### config.mk
export PLATFORM = sky130hd
export DESIGN_NAME = dphy_timing_bank
export DESIGN_NICKNAME = d
export VERILOG_FILES = /design/src/verilog/dphy_timing_pkg.sv /design/src/verilog/timing_field_if.sv /design/src/verilog/timing_override_field.sv /design/src/verilog/dphy_timing_bank.sv
export SDC_FILE = /design/constraint.sdc
export NUM_CORES = 1
export LEC_CHECK = 0
export ABC_AREA = 1
export BUFFER_PORTS_ARGS = -buffer_cell sky130_fd_sc_hd__buf_2
export CORE_ASPECT_RATIO = 1.25
export CORE_MARGIN = 5
export CORE_UTILIZATION = 50
export DETAILED_ROUTE_END_ITERATION = 10
export GPL_ROUTABILITY_DRIVEN = 0
export PLACE_DENSITY = 0.78
export SLEW_MARGIN = 40
export SYNTH_ARGS = -nofsm -noshare
export SYNTH_HDL_FRONTEND = slang
export SYNTH_SLANG_ARGS = --single-unit
### constraint.sdc
create_clock -name clk -period 7.2 [get_ports clk]
set_clock_uncertainty 0.2 [all_clocks]
set_input_delay 1.44 -clock clk [delete_from_list [all_inputs] [get_ports clk]]
set_output_delay 1.44 -clock clk [all_outputs]
set_load 0.01 [all_outputs]
### src/verilog/dphy_timing_pkg.sv
// ----------------------------------------------------------------
// timing override register bank constants
// ----------------------------------------------------------------
package dphy_timing_pkg;
    localparam int NUM_FIELDS = 6;            // six timing parameters
    localparam int REG_W = 8;                 // width of each register
    localparam int VALUE_W = 7;               // value field width
    localparam int FORCE_BIT = 7;             // override enable position
    localparam int VALUE_MSB = 6;             // top bit of the value field
    localparam int IDX_W = 8;                 // width of a register index
    localparam int IDX_SHIFT = 2;             // byte address is index times four
    localparam int SLOT_W = 3;                // width of a field slot number
    localparam int LANE_RATE_MBPS = 800;      // rate that the defaults belong to
    localparam logic FORCE_RST = 1'b0;        // override enable after reset

    // register indices, byte address is four times these
    localparam logic [IDX_W-1:0] IDX_CLK_ZERO = 8'h41;
    localparam logic [IDX_W-1:0] IDX_CLK_TRAIL = 8'h42;
    localparam logic [IDX_W-1:0] IDX_CLK_POST = 8'h43;
    localparam logic [IDX_W-1:0] IDX_LANE_PREPARE = 8'h44;
    localparam logic [IDX_W-1:0] IDX_LANE_ZERO = 8'h45;
    localparam logic [IDX_W-1:0] IDX_LANE_TRAIL = 8'h46;

    // value field defaults
    localparam logic [VALUE_W-1:0] RST_CLK_ZERO = 7'h1B;
    localparam logic [VALUE_W-1:0] RST_CLK_TRAIL = 7'h0B;
    localparam logic [VALUE_W-1:0] RST_CLK_POST = 7'h0A;
    localparam logic [VALUE_W-1:0] RST_LANE_PREPARE = 7'h06;
    localparam logic [VALUE_W-1:0] RST_LANE_ZERO = 7'h0C;
    localparam logic [VALUE_W-1:0] RST_LANE_TRAIL = 7'h08;

    localparam logic [31:0] RD_ZERO = 32'h0000_0000;  // unmapped read data
    localparam logic [1:0] WORD_ALIGNED = 2'h0;       // low address bits of a word

    // index lies inside the bank
    function automatic logic idx_mapped(input logic [IDX_W-1:0] idx);
        return (idx >= IDX_CLK_ZERO) && (idx <= IDX_LANE_TRAIL);
    endfunction : idx_mapped

    // index to field slot, only meaningful when mapped
    function automatic logic [SLOT_W-1:0] slot_of(input logic [IDX_W-1:0] idx);
        logic [IDX_W-1:0] diff;
        diff = idx - IDX_CLK_ZERO;
        return diff[SLOT_W-1:0];
    endfunction : slot_of

    // reset default of the value field of one slot
    function automatic logic [VALUE_W-1:0] default_of(input int slot);
        case (slot)
            0: return RST_CLK_ZERO;      // RULE_05
            1: return RST_CLK_TRAIL;     // RULE_06
            2: return RST_CLK_POST;      // RULE_07
            3: return RST_LANE_PREPARE;  // RULE_08
            4: return RST_LANE_ZERO;     // RULE_09
            default: return RST_LANE_TRAIL;  // RULE_10
        endcase
    endfunction : default_of
endpackage : dphy_timing_pkg

### src/verilog/timing_field_if.sv
`timescale 1ns/1ps
// ----------------------------------------------------------------
// carrier between the bank and one timing field
// ----------------------------------------------------------------
interface timing_field_if;
    import dphy_timing_pkg::*;
    logic wr_en;                      // one-cycle write strobe
    logic [REG_W-1:0] wr_data;        // byte written by software
    logic [VALUE_W-1:0] auto_value;   // value from the rate calculator
    logic [REG_W-1:0] rd_data;        // byte seen by software
    logic force_enable;               // override enable, a flop
    logic [VALUE_W-1:0] eff_value;    // value the transmitter should use
    modport bank (output wr_en, output wr_data, output auto_value,
                  input rd_data, input force_enable, input eff_value);
    modport field (input wr_en, input wr_data, input auto_value,
                   output rd_data, output force_enable, output eff_value);
endinterface : timing_field_if

### src/verilog/timing_override_field.sv
`timescale 1ns/1ps
// ----------------------------------------------------------------
// one timing register: override enable plus value
// ----------------------------------------------------------------
module timing_override_field
    import dphy_timing_pkg::*;
#(
    parameter logic [VALUE_W-1:0] RESET_VALUE = RST_CLK_ZERO  // value after reset
) (
    input wire logic clk,
    input wire logic resetn,
    timing_field_if.field port
);
    logic force_ff;                  // override enable
    logic nxt_force;
    logic [VALUE_W-1:0] value_ff;    // stored override value
    logic [VALUE_W-1:0] nxt_value;
    logic wr_force;                  // enable bit of the written byte
    logic [VALUE_W-1:0] shown_value; // value part of readback

    assign wr_force = port.wr_data[FORCE_BIT];
    // a write always sets or clears the enable
    assign nxt_force = port.wr_en ? wr_force : force_ff;  // RULE_01
    // value loads only with the enable set; while clear it tracks the
    // calculator, and the write that sets the enable also loads the value bits
    assign nxt_value = (port.wr_en && wr_force) ? port.wr_data[VALUE_MSB:0] :  // RULE_03
                       (!force_ff) ? port.auto_value : value_ff;  // RULE_02
    assign shown_value = force_ff ? value_ff : port.auto_value;  // RULE_02
    assign port.rd_data = {force_ff, shown_value};
    assign port.force_enable = force_ff;
    assign port.eff_value = shown_value;  // RULE_11

    // storage, defaults belong to the 800 Mbps lane rate
    always_ff @(posedge clk) begin
        if (!resetn) begin
            force_ff <= FORCE_RST;       // RULE_01
            value_ff <= RESET_VALUE;     // RULE_04
        end else begin
            force_ff <= nxt_force;
            value_ff <= nxt_value;
        end
    end
endmodule : timing_override_field

### src/verilog/dphy_timing_bank.sv
// The APB slave port was chosen for this implementation.
`timescale 1ns/1ps
// ----------------------------------------------------------------
// first output port D-PHY timing override bank, APB slave
// ----------------------------------------------------------------
// Contract
// RULE_01 - bit 7 enables override, resets clear
// RULE_02 - enable clear: value writes ignored, reads auto
// RULE_03 - enable set: value writable, replaces auto
// RULE_04 - defaults match 800 Mbps, auto recomputed
// RULE_05 - clock zero at 0x41, reset 0x1B
// RULE_06 - clock trail at 0x42, default 0xB
// RULE_07 - clock post at 0x43, default 0xA
// RULE_08 - lane prepare at 0x44, default 0x6
// RULE_09 - lane zero at 0x45, default 0xC
// RULE_10 - lane trail at 0x46, default 0x8
// RULE_11 - transmitter uses override or auto per enable
module dphy_timing_bank
    import dphy_timing_pkg::*;
#(
    parameter int ADDR_W = 12  // apb byte address width
) (
    input wire logic clk,
    input wire logic resetn,
    // apb slave
    input wire logic psel,
    input wire logic penable,
    input wire logic pwrite,
    input wire logic [ADDR_W-1:0] paddr,
    input wire logic [31:0] pwdata,
    input wire logic [3:0] pstrb,
    output logic [31:0] prdata,
    output logic pready,
    output logic pslverr,
    // automatically derived values from the rate calculator
    input wire logic [VALUE_W-1:0] auto_clk_zero_value,
    input wire logic [VALUE_W-1:0] auto_clk_trail_value,
    input wire logic [VALUE_W-1:0] auto_clk_post_value,
    input wire logic [VALUE_W-1:0] auto_lane_prepare_value,
    input wire logic [VALUE_W-1:0] auto_lane_zero_value,
    input wire logic [VALUE_W-1:0] auto_lane_trail_value,
    // values applied by the transmitter
    output logic [VALUE_W-1:0] clk_zero_value,
    output logic [VALUE_W-1:0] clk_trail_value,
    output logic [VALUE_W-1:0] clk_post_value,
    output logic [VALUE_W-1:0] lane_prepare_value,
    output logic [VALUE_W-1:0] lane_zero_value,
    output logic [VALUE_W-1:0] lane_trail_value,
    // override enables
    output logic clk_zero_force_enable,
    output logic clk_trail_force_enable,
    output logic clk_post_force_enable,
    output logic lane_prepare_force_enable,
    output logic lane_zero_force_enable,
    output logic lane_trail_force_enable
);

    // ----------------------------------------------------------------
    // elaboration checks
    // ----------------------------------------------------------------
    // the highest byte address must fit the address bus
    if (ADDR_W < IDX_W + IDX_SHIFT) begin : g_bad_addr_w
        $error("ADDR_W too small for the register map");
    end

    // ----------------------------------------------------------------
    // bus decode
    // ----------------------------------------------------------------
    logic setup_phase;                 // first cycle of a transfer
    logic pready_ff;                   // access phase answer
    logic nxt_pready;
    logic access_done;                 // edge at which the transfer ends
    logic [IDX_W-1:0] req_index;       // word index from the address
    logic addr_aligned;                // low address bits are zero
    logic addr_hit;                    // address lies in the bank
    logic [SLOT_W-1:0] req_slot;       // field selected by the address
    logic wr_commit;                   // write takes effect this edge
    logic lane0_enabled;               // byte lane of the register written

    assign setup_phase = psel && !penable;
    // pready is only high in the access cycle, so this is one edge
    assign access_done = psel && penable && pready_ff;
    assign req_index = paddr[IDX_W+IDX_SHIFT-1:IDX_SHIFT];
    assign addr_aligned = (paddr[IDX_SHIFT-1:0] == WORD_ALIGNED);
    // bits above the index must be zero so no alias decodes
    assign addr_hit = addr_aligned && idx_mapped(req_index) &&
                      (paddr >> (IDX_W + IDX_SHIFT)) == '0;  // RULE_05
    assign req_slot = slot_of(req_index);  // RULE_05
    assign lane0_enabled = pstrb[0];
    // a write with lane 0 masked off stores nothing but still completes
    assign wr_commit = access_done && pwrite && addr_hit && lane0_enabled;

    // ----------------------------------------------------------------
    // bus response registers
    // ----------------------------------------------------------------
    logic pslverr_ff;                  // unmapped address answer
    logic nxt_pslverr;
    logic [31:0] prdata_ff;            // read data captured in setup
    logic [31:0] nxt_prdata;
    logic [REG_W-1:0] rd_byte [NUM_FIELDS];  // readback of each field
    logic [REG_W-1:0] sel_byte;        // readback of the addressed field

    assign sel_byte = rd_byte[req_slot];
    // answer one cycle after setup; the access phase never waits longer
    assign nxt_pready = setup_phase;
    // error for an unmapped or misaligned address, reads and writes alike
    assign nxt_pslverr = setup_phase && !addr_hit;
    // read data is captured at the end of setup; a calculator change in
    // the access cycle shows on the next read, a trade for a flopped bus
    assign nxt_prdata = (setup_phase && !pwrite && addr_hit) ?
                        {24'h00_0000, sel_byte} : RD_ZERO;  // RULE_02

    // bus response flops
    always_ff @(posedge clk) begin
        if (!resetn) begin
            pready_ff <= 1'b0;
            pslverr_ff <= 1'b0;
            prdata_ff <= RD_ZERO;
        end else begin
            pready_ff <= nxt_pready;
            pslverr_ff <= nxt_pslverr;
            prdata_ff <= nxt_prdata;
        end
    end

    assign pready = pready_ff;
    assign pslverr = pslverr_ff;
    assign prdata = prdata_ff;

    // ----------------------------------------------------------------
    // timing fields
    // ----------------------------------------------------------------
    logic [VALUE_W-1:0] auto_value [NUM_FIELDS];  // calculator values by slot
    logic [VALUE_W-1:0] eff_ff [NUM_FIELDS];      // applied values, flopped
    logic force_vec [NUM_FIELDS];                 // enables by slot

    // calculator inputs gathered by slot order
    assign auto_value[0] = auto_clk_zero_value;
    assign auto_value[1] = auto_clk_trail_value;
    assign auto_value[2] = auto_clk_post_value;
    assign auto_value[3] = auto_lane_prepare_value;
    assign auto_value[4] = auto_lane_zero_value;
    assign auto_value[5] = auto_lane_trail_value;

    timing_field_if field_if [NUM_FIELDS] ();

    for (genvar i = 0; i < NUM_FIELDS; i++) begin : g_field
        logic slot_hit;                // this field is addressed

        assign slot_hit = (req_slot == SLOT_W'(i));
        assign field_if[i].wr_en = wr_commit && slot_hit;
        assign field_if[i].wr_data = pwdata[REG_W-1:0];
        // the calculator recomputes these when the lane rate changes
        assign field_if[i].auto_value = auto_value[i];  // RULE_04
        assign rd_byte[i] = field_if[i].rd_data;
        assign force_vec[i] = field_if[i].force_enable;

        timing_override_field #(
            .RESET_VALUE(default_of(i))  // RULE_04
        ) u_field (
            .clk(clk),
            .resetn(resetn),
            .port(field_if[i])
        );

        // applied value, flopped so the transmitter sees a clean output
        always_ff @(posedge clk) begin
            if (!resetn) begin
                eff_ff[i] <= default_of(i);  // RULE_04
            end else begin
                eff_ff[i] <= field_if[i].eff_value;  // RULE_11
            end
        end

    end

    // ----------------------------------------------------------------
    // transmitter side outputs
    // ----------------------------------------------------------------
    assign clk_zero_value = eff_ff[0];
    assign clk_trail_value = eff_ff[1];
    assign clk_post_value = eff_ff[2];
    assign lane_prepare_value = eff_ff[3];
    assign lane_zero_value = eff_ff[4];
    assign lane_trail_value = eff_ff[5];
    // enables come straight from the field flops
    assign clk_zero_force_enable = force_vec[0];
    assign clk_trail_force_enable = force_vec[1];
    assign clk_post_force_enable = force_vec[2];
    assign lane_prepare_force_enable = force_vec[3];
    assign lane_zero_force_enable = force_vec[4];
    assign lane_trail_force_enable = force_vec[5];
endmodule : dphy_timing_bank

==> reports/qor.json <==
{
  "cp-end-kind": "register",
  "drv_cap": 0,
  "maxClockFrequency_ghz": 0.219,
  "critical_path_arrival_ps": 4570,
  "yosys-top-cells-area": "sky130_fd_sc_hd__dfxtp_1 (42%), sky130_fd_sc_hd__nand2_1 (15%), sky130_fd_sc_hd__nor2_1 (7.4%)",
  "cp_max_fo": 28,
  "synthesis.yosys.warnings": 0,
  "initialDrtViolationCount": 346,
  "final.period_utilization_pct": 63.5,
  "synthToLayoutAreaGrowth_pct": 18.2,
  "floorplan.initialDensity_pct": 51.4,
  "first_pass_iters": 5,
  "outcome": "complete, no violations",
  "launching_instance_or_port_of_the_critical_path": "paddr[2]",
  "post_synth_edffs": 0,
  "cts.root.buffer_cell": "sky130_fd_sc_hd__clkbuf_16",
  "final_hold_viol_count": 0,
  "cts_setup_buffers": 0,
  "final_cell_count_no_fill": 894,
  "core_region_area_um2": 9220,
  "critical_path.endpoint": "g_field[0].u_field.value_ff[0]",
  "grt.overflow.total": 0,
  "grt_pass1_vias": 4581,
  "post-synth-top-count-cell": "sky130_fd_sc_hd__nand2_1",
  "reg2reg_from": "g_field[3].u_field.port.force_enable",
  "switching_share_pct": 25.0,
  "holdBufCountCts": 0,
  "slew_headroom_pct": 47.0,
  "worst-slew-pin-transition_ps": 790,
  "fraction_of_layout_cells_with_a_size_suffix_above_1_pct": 22.2,
  "power.sequential.fraction_pct": 48.6,
  "rows": 39,
  "net-switching-power_mw": 0.301,
  "postSynthCellCount": 657,
  "via_per_inst": 5.13,
  "finalInstanceArea_um2": 5610,
  "holdWs_ps": 278,
  "synth_cell_type_count": 33,
  "cts_inserted_buffers": 9,
  "clk_pin_slew_worst_paths_ps": 60,
  "ff2ff_setup_slack_ps": 5230,
  "antenna_cells_inserted": 0,
  "placement.cell_area_um2": 5330,
  "crit_required_ps": 7200,
  "worst-setup-path-type": "in2reg",
  "internal_pwr_total_mw": 0.903,
  "yosysSeqAreaShare_pct": 42.2,
  "first_pass_grt_wire_length_um": 21000,
  "rr_endpoint": "prdata[6]",
  "min-delay-path-class": "reg2reg",
  "die_width_um": 97.1,
  "globalRouteTotalUtil_pct": 22.2,
  "ys_seq_elements": 100,
  "detail_route.wirelength_um": 13000,
  "asyncSetResetFlopFracSynth_pct": 0,
  "timing.final.crit_period_ps": 4570,
  "detailroute.via_count": 4582,
  "boundaryPins": 177,
  "setup_viol_count_final": 0,
  "totalPowerFinal_mw": 1.20,
  "grt_antenna_before_repair": 0,
  "power.ir.vdd_worst_mv": 0.140,
  "cts_tree": "yes",
  "critical_path.startpoint_type": "primary input",
  "worst_skew_late_latency_ps": 340,
  "synth_area_per_cell_um2": 7.22,
  "synth_largest_area_cell": "sky130_fd_sc_hd__dfxtp_1",
  "dieArea_um2": 11500,
  "post-synth-top-area-fraction_pct": 42.2,
  "cts.htree.levels": 3,
  "remaining_drc_errors": 0,
  "cts_resized": 0,
  "final_net_count": 870,
  "power_frac_clock_pct": 38.7,
  "die_h_um": 119,
  "grt_max_degree": 58,
  "setup_total_negative_slack_ps": 0,
  "number_of_placed_instances_with_taps_included": 881,
  "clock_sink_count": 100,
  "syn-cell-area_um2": 4740,
  "rsz0062_at_grt": "no",
  "detail_route.wl_per_cell_um": 14.6,
  "power_frac_comb_pct": 12.7,
  "ys_top_cells_by_count": "sky130_fd_sc_hd__nand2_1 (193), sky130_fd_sc_hd__dfxtp_1 (100), sky130_fd_sc_hd__nor2_1 (93)",
  "cell_area_power_density_nw_per_um2": 215,
  "cts_buffer_depth": 2,
  "ant_nets": 0,
  "power.static_leakage_nw": 2.92,
  "yosys_most_used_dff": "sky130_fd_sc_hd__dfxtp_1",
  "drv_slew": 0,
  "dp_hpwl_um": 9510,
  "ff2ff_path_depth": 7,
  "port_buffers": 125
}
flip-flops by register name (all words and copies together), names as in the netlist:
| name | flops |
|---|---|
| eff_ff | 42 |
| g_field.u_field.port.force_enable | 6 |
| g_field.u_field.value_ff | 42 |
| prdata | 8 |
| pready | 1 |
| pslverr | 1 |
worst max-delay path, stage by stage:
cell	delay, ps
sky130_fd_sc_hd__buf_2	420
sky130_fd_sc_hd__clkinv_1	790
sky130_fd_sc_hd__ha_1	550
sky130_fd_sc_hd__ha_1	380
sky130_fd_sc_hd__clkinv_1	180
sky130_fd_sc_hd__nand2_1	160
sky130_fd_sc_hd__inv_1	180
sky130_fd_sc_hd__nand4_2	220
sky130_fd_sc_hd__nand2_1	160
sky130_fd_sc_hd__nand3_1	90
cell families after synthesis:
logic type / share of synthesized area, %
AO/OA/AOI/OAI: 6.12
adder cells (fa/ha/maj): 1.58
buffers and inverters: 10.3
flip-flops: 42.2
multiplexers: 1.27
other: 0.0791
AND/OR/NAND/NOR: 38.4
how the worst min path moves through the flow:
stage                                   startpoint             to  slack (ps)  cells after the start
finish              g_field[5].u_field.value_ff[3]  eff_ff[2][10]         280                      2
global route        g_field[4].u_field.value_ff[1]   eff_ff[2][1]         310                      2
CTS                 g_field[5].u_field.value_ff[3]  eff_ff[2][10]         280                      2
detailed placement  g_field[5].u_field.value_ff[3]  eff_ff[2][10]         260                      2
global placement    g_field[5].u_field.value_ff[3]  eff_ff[2][10]         260                      2
floorplan           g_field[5].u_field.value_ff[3]  eff_ff[2][10]         240                      2
layout by cell type (no fill, tap or decap), drive strengths merged:
cell / netlist / final
o211ai: 8 / 8
clkbuf: 12 / 10
conb: 1 / 24
buf: 36 / 126
nand3: 50 / 50
nor2: 98 / 98
clkinv: 2 / 4
mux2i: 6 / 6
dfxtp: 100 / 100
inv: 51 / 51
and2: 15 / 15
nor3: 6 / 6
or2: 11 / 11
a21boi: 2 / 2
a21oi: 23 / 23
nand2: 193 / 193
o21ai: 20 / 20
ha: 6 / 6
bufinv: 0 / 1
nand4: 16 / 16
nand3b: 1 / 1
power groups by stage:
stage	clock network (mW)	registers, mW	logic (mW)
finish	0.466	0.585	0.153
global route	0.493	0.586	0.169
CTS	0.471	0.585	0.151
detailed placement	0	0.597	0.149
global placement	0	0.596	0.147
floorplan	0	0.603	0.0947
area by class of cell:
class / instances / area, um2
clock inverters: 3 / 40.0
inverters: 53 / 199
multi-input cells: 479 / 2340
repair buffers: 126 / 633
flip-flops and latches: 100 / 2000
clock buffers: 10 / 239
well taps: 123 / 154
fillers: 828 / 3620
layer usage:
layer  up-vias  wire, um  track usage [%]
met5         -         0                0
met4         0       564             11.0
met3        54      1190             5.50
met2       238      6270             38.1
met1      2043      5000             25.7
li1       2247         -                -
metrics by stage:
stage	worst slack, ps	utilization, %
after floorplan	3740	-
after global placement	2500	57.8
after detailed placement	2400	57.8
after CTS	2740	60.8
after global routing	2310	60.8
final	2630	60.8
Note: power is estimated with default switching activity, not from simulation.
